==> src/ptimer_pkg.sv <==
// Package with register map, field layout and constants of the periodic timer
package ptimer_pkg;

	// ------------------------------------------------------------
	// Register map (byte addresses, one aligned word each)
	// ------------------------------------------------------------
	localparam logic [11:0] ADDR_CONTROL = 12'h000;
	localparam logic [11:0] ADDR_OUTPUT = 12'h004;
	localparam logic [11:0] ADDR_STATUS = 12'h008;
	localparam logic [11:0] ADDR_COUNT = 12'h00c;
	localparam logic [11:0] ADDR_COMPARE = 12'h010;

	// ------------------------------------------------------------
	// Field positions
	// ------------------------------------------------------------
	localparam int CTRL_ENABLE_BIT = 0;
	localparam int CTRL_CLOCK_SELECT_LSB = 1;
	localparam int CLOCK_SELECT_W = 2;
	localparam int OUT_WOE_BIT = 0;
	localparam int OUT_LEVEL_BIT = 1;
	localparam int STAT_CAPTURE_BIT = 0;
	localparam int STAT_RUNNING_BIT = 1;

	// ------------------------------------------------------------
	// Counter bounds and reset values
	// ------------------------------------------------------------
	localparam int COUNT_W = 16;
	localparam logic [15:0] COUNT_BOTTOM = 16'h0000;
	localparam logic [15:0] COUNT_MAX = 16'hffff;
	localparam logic [15:0] COUNT_STEP = 16'h0001;
	localparam logic [15:0] COMPARE_RESET = 16'h0000;
	localparam logic [31:0] RDATA_ZERO = 32'h0000_0000;

	// ------------------------------------------------------------
	// Clock select codes
	// ------------------------------------------------------------
	typedef enum logic [1:0] {
		CLOCK_SELECT_DIV1 = 2'h0,
		CLOCK_SELECT_DIV2 = 2'h1,
		CLOCK_SELECT_TYPE_A = 2'h2,
		CLOCK_SELECT_EVENT = 2'h3
	} clock_select_type;

	localparam int PRESCALE_DIV2_MAX = 1;

endpackage

==> src/periodic_timer_16bit.sv <==
// Sixteen-bit periodic interrupt timer with APB register slave
//
// The register offsets and the APB interface to the registers were decided locally.
`timescale 1ns/10ps
`default_nettype none
// Contract
// RULE1: Periodic interrupt mode is the only mode, active straight from reset.
// RULE2: Count equal to compare value raises capture interrupt and capture event.
// RULE3: Compare set below count: keep counting to 0xffff, then wrap.
// RULE4: Counter is 16 bits; bottom is 0x0000, maximum 0xffff.
// RULE5: Waveform output enable makes waveform override port value on pin.
// RULE6: Writing enable to one starts counting selected prescaled clock ticks.
// RULE7: Counter clock comes from peripheral clock or type-A timer clock.
// RULE8: Clock select picks one prescaler output directly as counter clock.
// RULE9: With type-A clock selected, count in step with that timer.
// RULE10: Configuring party selects event channel clock for event-controlled operation.
// RULE11: Software writes compare, optionally output enable, then enable last.
// RULE12: Reading the count register returns the live counter value.
// RULE13: After reaching compare value the count restarts from zero.
// RULE14: Compare is checked on every active counter tick while enabled.
module periodic_timer_16bit
	import ptimer_pkg::*;
#(
	parameter int CNT_W = COUNT_W
) (
	// Clock and reset
	input wire logic core_clk_i,
	input wire logic arst_n_i,
	// APB slave
	input wire logic psel_i,
	input wire logic penable_i,
	input wire logic pwrite_i,
	input wire logic [11:0] paddr_i,
	input wire logic [31:0] pwdata_i,
	input wire logic [3:0] pstrb_i,
	output logic [31:0] prdata_o,
	output logic pready_o,
	output logic pslverr_o,
	// Tick sources
	input wire logic type_a_timer_clock_i,
	input wire logic event_tick_i,
	// Pin and port
	input wire logic port_out_i,
	output logic pin_o,
	// Events and interrupt
	output logic capture_event_o,
	output logic capture_irq_o
);
	// ------------------------------------------------------------
	// Reset release
	// ------------------------------------------------------------
	logic rst_meta;
	logic rst_n;

	// Async assert, two-stage synchronous release
	always_ff @(posedge core_clk_i or negedge arst_n_i) begin
		if (!arst_n_i) begin
			rst_meta <= 1'b0;
			rst_n <= 1'b0;
		end else begin
			rst_meta <= 1'b1;
			rst_n <= rst_meta;
		end
	end

	// ------------------------------------------------------------
	// State
	// ------------------------------------------------------------
	// One-hot run states; the other two codes only come from an upset
	typedef enum logic [1:0] {
		ST_IDLE = 2'b01,
		ST_RUN = 2'b10
	} run_state_type;

	run_state_type state;
	run_state_type next_state;
	logic enable;
	logic [1:0] clock_select;
	logic waveform_output_enable;
	logic waveform_level;
	logic [CNT_W-1:0] count_value;
	logic [CNT_W-1:0] next_count_value;
	logic [CNT_W-1:0] compare_capture_value;
	logic capture_flag;
	logic waveform_out;
	logic next_waveform_out;
	logic counter_clock;
	logic top_hit;
	logic at_max;
	logic capture_pulse;
	logic capture_event;
	logic wrap_tick;
	logic running;

	// ------------------------------------------------------------
	// APB decode
	// ------------------------------------------------------------
	logic access;
	logic wr;
	logic wr_control;
	logic wr_output;
	logic wr_status;
	logic wr_count;
	logic wr_compare;
	logic mapped;
	logic sel_control;
	logic sel_output;
	logic sel_status;
	logic sel_count;
	logic sel_compare;
	logic [31:0] next_rdata;

	// Address match used for every register
	function automatic logic hit(input logic [11:0] addr, input logic [11:0] reg_addr);
		hit = (addr == reg_addr);
	endfunction

	// Zero-wait slave: every access completes in its first access cycle
	assign access = psel_i & penable_i;
	assign wr = access & pwrite_i;
	// Register selects, shared by the write strobes and the read mux
	assign sel_control = hit(paddr_i, ADDR_CONTROL);
	assign sel_output = hit(paddr_i, ADDR_OUTPUT);
	assign sel_status = hit(paddr_i, ADDR_STATUS);
	assign sel_count = hit(paddr_i, ADDR_COUNT);
	assign sel_compare = hit(paddr_i, ADDR_COMPARE);
	assign mapped = sel_control | sel_output | sel_status | sel_count | sel_compare;
	// Narrow registers sit in byte lane 0, so only that strobe matters
	assign wr_control = wr & sel_control & pstrb_i[0];
	assign wr_output = wr & sel_output & pstrb_i[0];
	assign wr_status = wr & sel_status & pstrb_i[0];
	assign wr_count = wr & sel_count;
	assign wr_compare = wr & sel_compare;
	assign pready_o = 1'b1;
	assign pslverr_o = access & ~mapped;

	// Read mux, registered so data comes from flip-flops
	always_comb begin
		next_rdata = RDATA_ZERO;
		if (sel_control) begin
			next_rdata[CTRL_ENABLE_BIT] = enable;
			next_rdata[CTRL_CLOCK_SELECT_LSB +: CLOCK_SELECT_W] = clock_select;
		end else if (sel_output) begin
			next_rdata[OUT_WOE_BIT] = waveform_output_enable;
			next_rdata[OUT_LEVEL_BIT] = waveform_level;
		end else if (sel_status) begin
			next_rdata[STAT_CAPTURE_BIT] = capture_flag;
			next_rdata[STAT_RUNNING_BIT] = running;
		end else if (sel_count) begin
			next_rdata[CNT_W-1:0] = count_value; // RULE12
		end else if (sel_compare) begin
			next_rdata[CNT_W-1:0] = compare_capture_value;
		end
	end

	// Read data captured in setup so it is stable in the access cycle
	always_ff @(posedge core_clk_i or negedge rst_n) begin
		if (!rst_n) begin
			prdata_o <= RDATA_ZERO;
		end else if (psel_i & ~penable_i & ~pwrite_i) begin
			prdata_o <= next_rdata;
		end
	end

	// ------------------------------------------------------------
	// Control registers
	// ------------------------------------------------------------
	// No mode field exists: reset state is already periodic mode
	always_ff @(posedge core_clk_i or negedge rst_n) begin
		if (!rst_n) begin
			enable <= 1'b0; // RULE1
			clock_select <= CLOCK_SELECT_DIV1;
		end else if (wr_control) begin
			enable <= pwdata_i[CTRL_ENABLE_BIT]; // RULE6
			clock_select <= pwdata_i[CTRL_CLOCK_SELECT_LSB +: CLOCK_SELECT_W];
		end
	end

	// Pin override and the level the waveform rests at while stopped
	always_ff @(posedge core_clk_i or negedge rst_n) begin
		if (!rst_n) begin
			waveform_output_enable <= 1'b0;
			waveform_level <= 1'b0;
		end else if (wr_output) begin
			waveform_output_enable <= pwdata_i[OUT_WOE_BIT]; // RULE5
			waveform_level <= pwdata_i[OUT_LEVEL_BIT];
		end
	end

	// Compare value, written a byte lane at a time
	always_ff @(posedge core_clk_i or negedge rst_n) begin
		if (!rst_n) begin
			compare_capture_value <= COMPARE_RESET;
		end else if (wr_compare) begin
			if (pstrb_i[0]) begin
				compare_capture_value[7:0] <= pwdata_i[7:0];
			end
			if (pstrb_i[1]) begin
				compare_capture_value[CNT_W-1:8] <= pwdata_i[CNT_W-1:8];
			end
		end
	end

	// ------------------------------------------------------------
	// Tick source
	// ------------------------------------------------------------
	ptimer_tick u_tick (
		.core_clk_i(core_clk_i),
		.rst_n_i(rst_n),
		.enable_i(enable),
		.clock_select_i(clock_select),
		.type_a_timer_clock_i(type_a_timer_clock_i),
		.event_tick_i(event_tick_i),
		.counter_clock_o(counter_clock)
	);

	// ------------------------------------------------------------
	// Run state
	// ------------------------------------------------------------
	// Running follows the enable bit one cycle later
	always_comb begin
		next_state = state;
		unique case (state)
			ST_IDLE: begin
				if (enable) begin
					next_state = ST_RUN; // RULE6
				end
			end
			ST_RUN: begin
				if (!enable) begin
					next_state = ST_IDLE;
				end
			end
			default: begin
				next_state = ST_IDLE;
			end
		endcase
	end

	// ------------------------------------------------------------
	// Counter
	// ------------------------------------------------------------
	// Only equality counts, so a compare below the count passes unseen until wrap
	assign top_hit = counter_clock & (count_value == compare_capture_value); // RULE14
	assign at_max = (count_value == COUNT_MAX); // RULE4
	assign wrap_tick = counter_clock & at_max; // RULE3
	assign capture_pulse = top_hit; // RULE2
	// Status and waveform both key off the registered run state
	assign running = (state == ST_RUN);

	// Software write wins over counting, matching a live reload
	always_comb begin
		next_count_value = count_value;
		if (wr_count) begin
			next_count_value = pwdata_i[CNT_W-1:0];
		end else if (top_hit) begin
			next_count_value = COUNT_BOTTOM; // RULE13
		end else if (wrap_tick) begin
			next_count_value = COUNT_BOTTOM; // RULE3
		end else if (counter_clock) begin
			next_count_value = count_value + COUNT_STEP; // RULE4
		end
	end

	// Run state and count; the count holds its value while stopped
	always_ff @(posedge core_clk_i or negedge rst_n) begin
		if (!rst_n) begin
			state <= ST_IDLE;
			count_value <= COUNT_BOTTOM;
		end else begin
			state <= next_state;
			count_value <= next_count_value;
		end
	end

	// Waveform toggles on each period, giving a square wave at half rate
	assign next_waveform_out = running ? (waveform_out ^ capture_pulse) : waveform_level;

	// Event leaves as a registered one-cycle pulse, free of decode glitches
	always_ff @(posedge core_clk_i or negedge rst_n) begin
		if (!rst_n) begin
			waveform_out <= 1'b0;
			capture_event <= 1'b0;
		end else begin
			waveform_out <= next_waveform_out;
			capture_event <= capture_pulse; // RULE2
		end
	end

	// Sticky capture flag, cleared by writing one; a new hit beats the clear
	always_ff @(posedge core_clk_i or negedge rst_n) begin
		if (!rst_n) begin
			capture_flag <= 1'b0;
		end else if (capture_pulse) begin
			capture_flag <= 1'b1; // RULE2
		end else if (wr_status & pwdata_i[STAT_CAPTURE_BIT]) begin
			capture_flag <= 1'b0;
		end
	end

	// ------------------------------------------------------------
	// Outputs
	// ------------------------------------------------------------
	// Pin mux stays combinational so the override acts at once
	assign capture_event_o = capture_event;
	assign capture_irq_o = capture_flag;
	assign pin_o = waveform_output_enable ? waveform_out : port_out_i; // RULE5

endmodule
`default_nettype wire

==> src/ptimer_tick.sv <==
// Counter clock tick generator: prescaler and clock select
`timescale 1ns/10ps
`default_nettype none
module ptimer_tick
	import ptimer_pkg::*;
(
	// Clock and reset
	input wire logic core_clk_i,
	input wire logic rst_n_i,
	// Control
	input wire logic enable_i,
	input wire logic [1:0] clock_select_i,
	// Tick sources
	input wire logic type_a_timer_clock_i,
	input wire logic event_tick_i,
	// Counter clock enable
	output logic counter_clock_o
);
	logic prescale;
	logic next_prescale;
	logic type_a_sel;
	logic event_sel;
	logic div2_sel;
	logic div1_sel;

	// ------------------------------------------------------------
	// Prescaler, restarted while disabled so first tick is aligned
	// ------------------------------------------------------------
	assign next_prescale = enable_i ? ~prescale : 1'b0;

	always_ff @(posedge core_clk_i or negedge rst_n_i) begin
		if (!rst_n_i) begin
			prescale <= 1'b0;
		end else begin
			prescale <= next_prescale;
		end
	end

	// One prescaler output routed straight through, no further division
	assign div1_sel = (clock_select_i == CLOCK_SELECT_DIV1); // RULE8
	assign div2_sel = (clock_select_i == CLOCK_SELECT_DIV2);
	assign type_a_sel = (clock_select_i == CLOCK_SELECT_TYPE_A);
	assign event_sel = (clock_select_i == CLOCK_SELECT_EVENT);
	// Type-A ticks are used as is, keeping both timers in lockstep
	assign counter_clock_o = enable_i & (div1_sel | (div2_sel & prescale) // RULE7
		| (type_a_sel & type_a_timer_clock_i) | (event_sel & event_tick_i)); // RULE9

endmodule
`default_nettype wire
==> config.mk <==
export PLATFORM = sky130hd
export DESIGN_NAME = periodic_timer_16bit
export DESIGN_NICKNAME = d
export VERILOG_FILES = /design/src/ptimer_pkg.sv /design/src/periodic_timer_16bit.sv /design/src/ptimer_tick.sv
export SDC_FILE = /design/constraint.sdc
export NUM_CORES = 1
export LEC_CHECK = 0
export CORE_MARGIN = 2
export CORE_UTILIZATION = 64
export CTS_CLUSTER_DIAMETER = 100
export DETAILED_ROUTE_END_ITERATION = 8
export DONT_BUFFER_PORTS = 1
export GPL_TIMING_DRIVEN = 1
export PLACE_DENSITY = 0.86
export SYNTH_ARGS = -nofsm -noshare
export SYNTH_HDL_FRONTEND = slang
export SYNTH_SLANG_ARGS = --single-unit
export TNS_END_PERCENT = 1
==> constraint.sdc <==
create_clock -name core_clk_i -period 2.5 [get_ports core_clk_i]
set_clock_uncertainty 0.05 [all_clocks]
set_input_delay 0.25 -clock core_clk_i [delete_from_list [all_inputs] [get_ports core_clk_i]]
set_output_delay 0.25 -clock core_clk_i [all_outputs]
set_load 0.01 [all_outputs]
Word level (Yosys, flattened, before mapping)

Index checks and enable logic that the tools add are counted.

Register bits after elaboration: 61
Input port bits: 56
Output and inout port bits: 37
Word-level logic and storage cells: 88

Add/sub/neg operators: 1
Equal/unequal tests: 13
Multiplexer cells: 20
Bitwise gates (word level): 32
Reduce and logical (&&, ||, !) cells: 7

Operators with widths:

| kind                    | count |
|---|---|
| $mux W16                | 6 |
| $mux W14                | 2 |
| $eq A12 B4 Y1 const B   | 2 |
| $and A1 B1 Y1           | 20 |
| $add A16 B1 Y16 const B | 1 |
| $eq A16 B16 Y1          | 1 |
| $eq A16 B16 Y1 const B  | 1 |
| $mux W13                | 1 |
| $eq A12 B3 Y1 const B   | 1 |
| $eq A12 B5 Y1 const B   | 1 |
| $logic_not A12 Y1       | 1 |
| $mux W2                 | 4 |
| $or A1 B1 Y1            | 7 |
| $eq A2 B2 Y1 const B    | 3 |
| $reduce_and A2 Y1       | 3 |
| $mux W1                 | 5 |
| $eq A2 B1 Y1 const B    | 2 |
| $ne A2 B2 Y1 const B    | 2 |
| $not A1 Y1              | 4 |
| $pmux W2 S2             | 1 |
| $reduce_bool A4 Y1      | 1 |
| $mux W3                 | 1 |
| $logic_not A2 Y1        | 1 |
| $reduce_bool A2 Y1      | 1 |
| $xor A1 B1 Y1           | 1 |

Logic depth before layout (Yosys ltp)

Depth in word-level cells: 10
Gate-level depth with buffers: 8
Depth with buffers taken out: 7

Cells and area by module

Synthesis repeated with hierarchy kept, for this count alone.

Cell total of the unflattened synthesis: 337
Area total of the unflattened synthesis: 3404.5 µm²

By module, submodules not included:

| module               | instances | cells each | area an instance (µm²) | sequential area each (µm²) |
|---|---|---|---|---|
| periodic_timer_16bit | 1         | 331        | 3337.0                 | 1502.7 |
| ptimer_tick          | 1         | 6          | 67.6                   | 25.0 |

Least setup slack after synthesis

Ideal clock, no wire load.

Path kind: input port to flip-flop
From: input port paddr_i[0]
To: register count_value[0]
Setup time: 125 ps
Arrival time: 2042 ps
Data required time: 2325 ps
Setup slack: 283 ps
Cell stages on the path: 5
Buffers on the path: 1
Path through: or4_4 -> nor4_2 -> and4_1 -> buf_2 -> mux2_2

Cells in the longest elaborated chain, start to end: 3
Elaborated cells between the ends (all ways): 4
Those cells by class: 1 x eq/ne; 1 x mux; 1 x bitwise; 1 x reduce/logical

RTL lines:

| element                                                         | RTL line                    | text |
|---|---|---|
| start: declaration                                              | periodic_timer_16bit.sv:33  | `input wire logic [11:0] paddr_i,` |
| $eq A12 B4 Y1 (*)                                               | periodic_timer_16bit.sv:115 | `hit = (addr == reg_addr);` |
| $and A1 B1 Y1 (*)                                               | periodic_timer_16bit.sv:132 | `assign wr_count = wr & sel_count;` |
| $reduce_bool A4 Y1 (no line) / $mux W16 (equally long branches) | --                          |  |
| end signal: assignment                                          | periodic_timer_16bit.sv:272 | `count_value <= next_count_value;` |
| end: declaration                                                | periodic_timer_16bit.sv:81  | `logic [CNT_W-1:0] count_value;` |

Mark *: on every way between the ends. The rest lies on a longest branch, timed or not.
A chain may end at the register's enable or synchronous reset.

Final worst setup path

From: register clock_select[1]
To: register count_value[5]

Cells in the longest elaborated chain, start to end: 10
Elaborated cells between the ends (all ways): 17
Those cells by class: 3 x eq/ne; 3 x mux; 9 x bitwise; 2 x reduce/logical

RTL lines:

| element                  | RTL line                    | text |
|---|---|---|
| start: declaration       | periodic_timer_16bit.sv:78  | `logic [1:0] clock_select;` |
| start signal: assignment | periodic_timer_16bit.sv:175 | `clock_select <= pwdata_i[CTRL_CLOCK_SELECT_LSB +: CLOCK_SELECT_W];` |
| $eq A2 B1 Y1             | ptimer_tick.sv:41           | `assign div2_sel = (clock_select_i == CLOCK_SELECT_DIV2);` |
| $and A1 B1 Y1            | ptimer_tick.sv:45           | `assign counter_clock_o = enable_i & (div1_sel \| (div2_sel & prescale)` |
| $or A1 B1 Y1             | ptimer_tick.sv:45           |  |
| $or A1 B1 Y1             | ptimer_tick.sv:46           | `\| (type_a_sel & type_a_timer_clock_i) \| (event_sel & event_tick_i));` |
| $or A1 B1 Y1 (*)         | ptimer_tick.sv:46           |  |
| $and A1 B1 Y1 (*)        | ptimer_tick.sv:45           |  |
| $and A1 B1 Y1            | periodic_timer_16bit.sv:246 | `assign wrap_tick = counter_clock & at_max;` |
| $mux W16                 | periodic_timer_16bit.sv:258 | `end else if (wrap_tick) begin` |
| $mux W16                 | periodic_timer_16bit.sv:256 | `end else if (top_hit) begin` |
| $mux W16                 | periodic_timer_16bit.sv:254 | `if (wr_count) begin` |

Marked as above.

==> results.tsv <==
stage	metric	value	unit
outcome	status	complete, no violations	
layout	commonest cells after routing, fill and taps aside	63 x nand2_1, 59 x dfrtp_1, 38 x nor2_1	
clock_network	Num CTS Buffers	9	
layout	Core Util, Final	73.7	%
place	DP Cell Count	447	
power	VDD IR-drop max	0.461	mV
sta	f_max	437	MHz
sta	RSZ-0062 raised after global routing	no	
global_route	largest net degree at the start of global routing	47	
sta	Final Max Tran Viols	0	
global_route	grt total ovfl	0	
synth	Yosys top cell by area	dfrtp_1	
sta	Worst Tran Pin Value	1.00	ns
clock_network	insertion delay to the later sink of the worst-skew pair	0.34	ns
detailed_routing	DRC Markers	0	
detailed_routing	Routed WL per cell	17.4	um
power	leakage power	0.00169	uW
detailed_routing	top layer reached by signal wires	met4	
layout	area grow syn2layout	9.62	%
place	Routability Congestion	0.921	
synth	post-synthesis sequential area ratio	43.7	%
place	post-detail-place hpwl	5840	um
layout	Design Area, Final	0.00383	sq mm
synth	Synth top area share	42.9	%
detailed_routing	via count	2890	
setup_path	CP top delay family	compound AO/OA/AOI/OAI gates	
layout	fillers	403	
synth	largest cells by area after synthesis	dfrtp_1 43%, nand2_1 6.8%, mux2_2 4.5%, nor2_1 4.1%, xnor2_1 4.0%	
sta	Setup TNS	0	ns
setup_path	critical path, cell by cell	mux2_2, o211ai_1, buf_4, nand2_1, nand2_1, nor3_1, nor2_1	
floorplan	height of the die	77.9	um
synth	syn_area_per_cell	9.02	sq um
clock_network	clock-pin slew on the worst setup and hold paths	0.06	ns
detailed_routing	via density per instance	6.08	
floorplan	row cnt	26	
clock_network	CTS tree	built	
detailed_routing	WL met2	4010	um
detailed_routing	M1 WL	3520	um
detailed_routing	Routed WL	8260	um
setup_path	Setup CP Type	register to register	
layout	commonest non-fill, non-tap cell in the layout	nand2_1	
clock_network	CTS H-tree lvls	3	
power	Power per Cell Area	638	mW/mm^2
sta	Hold Vio Cnt, Final	0	
clock_network	Post-CTS Hold Buffers	8	
layout	post-layout net count	457	
setup_path	cell mode on critical path	nand2_1	
setup_path	Worst EP required	2.70	ns
setup_path	CP Data Arrival Time	2.49	ns
synth	Seq cells post-synth	61	
setup_path	CP max stage delay	0.80	ns
clock_network	CTS Root Cell	clkbuf_8	
clock_network	setup bufs post-CTS	0	
sta	period utilisation layout	91.5	%
synth	synthesized area	0.00350	sq mm
floorplan	die footprint	0.00607	sq mm
setup_path	CP bufs+invs	1	
synth	Syn Inst Count	388	
detailed_routing	metal3 WL	600	um
global_route	initial antenna violation count	0	
clock_network	Clock Sinks	61	
min_path	worst min-delay path class	input port to register	
place	port bufs	0	
sta	Slew HR	32.9	%
global_route	number of global-route vias before repair	2663	
layout	share of layout cells above drive strength 1	16.0	%
layout	n_diodes	0	
synth	Ys Warns	0	
detailed_routing	Post-DRT Antenna Nets	0	
place	Placement Cell Area	0.00352	sq mm
detailed_routing	first-pass iteration count of the detailed router	5	
floorplan	die width	77.9	um
clock_network	buffer depth of the longest clock path	2	
floorplan	initial core utilization	67.2	%
setup_path	Worst setup EP type	register	
global_route	Total GRT Usage	28.1	%
floorplan	I/O pins	93	
floorplan	core box area	0.00520	sq mm
setup_path	crit path launch type	register	
power	Power, Total	2450	uW
clock_network	CTS-repair resized insts	0	
sta	min Tclk post-route	2.29	ns
layout	Final Non-Filler Cells	475	
global_route	first-pass GRT wire length	13300	um
run	Max-Cap Viols	0	
setup_path	Crit-path slowest cell	o211ai_1	
setup_path	CP Max Fanout	12	
synth	Cell variety after synth	52	
sta	final setup vio count	0	
detailed_routing	drt initial violations	215	
where the power goes:
group / switching, uW / total (uW) / internal, uW / leakage [uW]
clock: 375 / 860 / 485 / 0.0000964
sequential: 145 / 1220 / 1070 / 0.000774
combinational: 199 / 372 / 173 / 0.000821
per-layer routing:
layer | GRT usage [%] | vias up
met5 | 0 | -
li1 | - | 1342
met3 | 5.58 | 14
met2 | 44.1 | 131
met4 | 9.12 | 0
met1 | 39.5 | 1403
layout make-up:
| class | count | area (sq um) | share of cell area (%) |
|---|---|---|---|
| sequential | 61 | 1530 | 39.9 |
| clock buffer | 12 | 145 | 3.78 |
| clock inverter | 4 | 47.5 | 1.24 |
| inverter | 7 | 26.3 | 0.685 |
| timing repair buffer | 27 | 233 | 6.07 |
| tap | 70 | 87.6 | 2.28 |
| multi-input combinational | 294 | 1770 | 46.1 |
cells by family (layout without fill, tap and decap cells):
group	Yosys count	in the layout	share of synthesized area, %
fa+ha+maj	1	1	0.358
simple gates	163	163	22.8
compound gates	69	69	12.0
xor+xnor	20	20	5.01
flops	61	61	43.7
mux	23	23	8.23
other cells	2	18	0.215
buf+inv	49	50	7.73
final timing paths:
check	end	startpoint	cells past startpoint	slack, ns
max	count_value[5]$_DFFE_PN0P_	clock_select[1]$_DFFE_PN0P_	7	0.21
min	count_value[11]$_DFFE_PN0P_	pwdata_i[11]	2	0.01
max reg2reg	count_value[5]$_DFFE_PN0P_	clock_select[1]$_DFFE_PN0P_	7	0.21
min reg2reg	rst_n$_DFF_PN0_	rst_meta$_DFF_PN0_	0	0.30
max in group asynchronous	prdata_o[5]$_DFFE_PN0P_	rst_n$_DFF_PN0_	1	1.30
min in group asynchronous	rst_meta$_DFF_PN0_	arst_n_i	1	0.09
flip-flops by register name (all words and copies together) (netlist names):
register and count:
rst_n 1, capture_event_o 1, count_value 16, rst_meta 1, enable 1, prdata_o 16, u_tick.prescale 1, capture_irq_o 1
clock_select 2, waveform_output_enable 1, state 2, waveform_level 1, waveform_out 1, compare_capture_value 16
synth_stat cells (all sizes together):
| master | number |
|---|---|
| a21o | 2 |
| ha | 1 |
| buf | 28 |
| o211a | 1 |
| a21oi | 12 |
| nor4bb | 1 |
| nor3 | 11 |
| nand3b | 1 |
| a311oi | 1 |
| or4 | 3 |
| mux2 | 22 |
| a21boi | 1 |
| o31ai | 1 |
| and3b | 1 |
| inv | 7 |
| nand4 | 9 |
| and4 | 2 |
| nor2 | 40 |
| o21ai | 27 |
| a31oi | 4 |
| clkbuf | 14 |
| o211ai | 2 |
| a22oi | 13 |
| dfstp | 1 |
| and3 | 4 |
| a221oi | 1 |
| conb | 2 |
| o22ai | 1 |
| xor2 | 4 |
| nand3 | 6 |
| mux2i | 1 |
| dfrtp | 60 |
| nor4 | 10 |
| a211oi | 3 |
| or3 | 3 |
| or3b | 1 |
| or2 | 3 |
| xnor2 | 16 |
| nand2 | 63 |
| nand2b | 2 |
| nor4b | 3 |
through the flow:
step,setup slack [ns],hold WS (ns)
after floorplan,0.283,-0.0956
final,0.213,0.0101
after detailed placement,0.110,-0.0955
after global placement,0.149,-0.0955
after global routing,0.0982,0.00201
after CTS,0.241,0.000804
No activity file was read; power rests on OpenSTA's default activity.
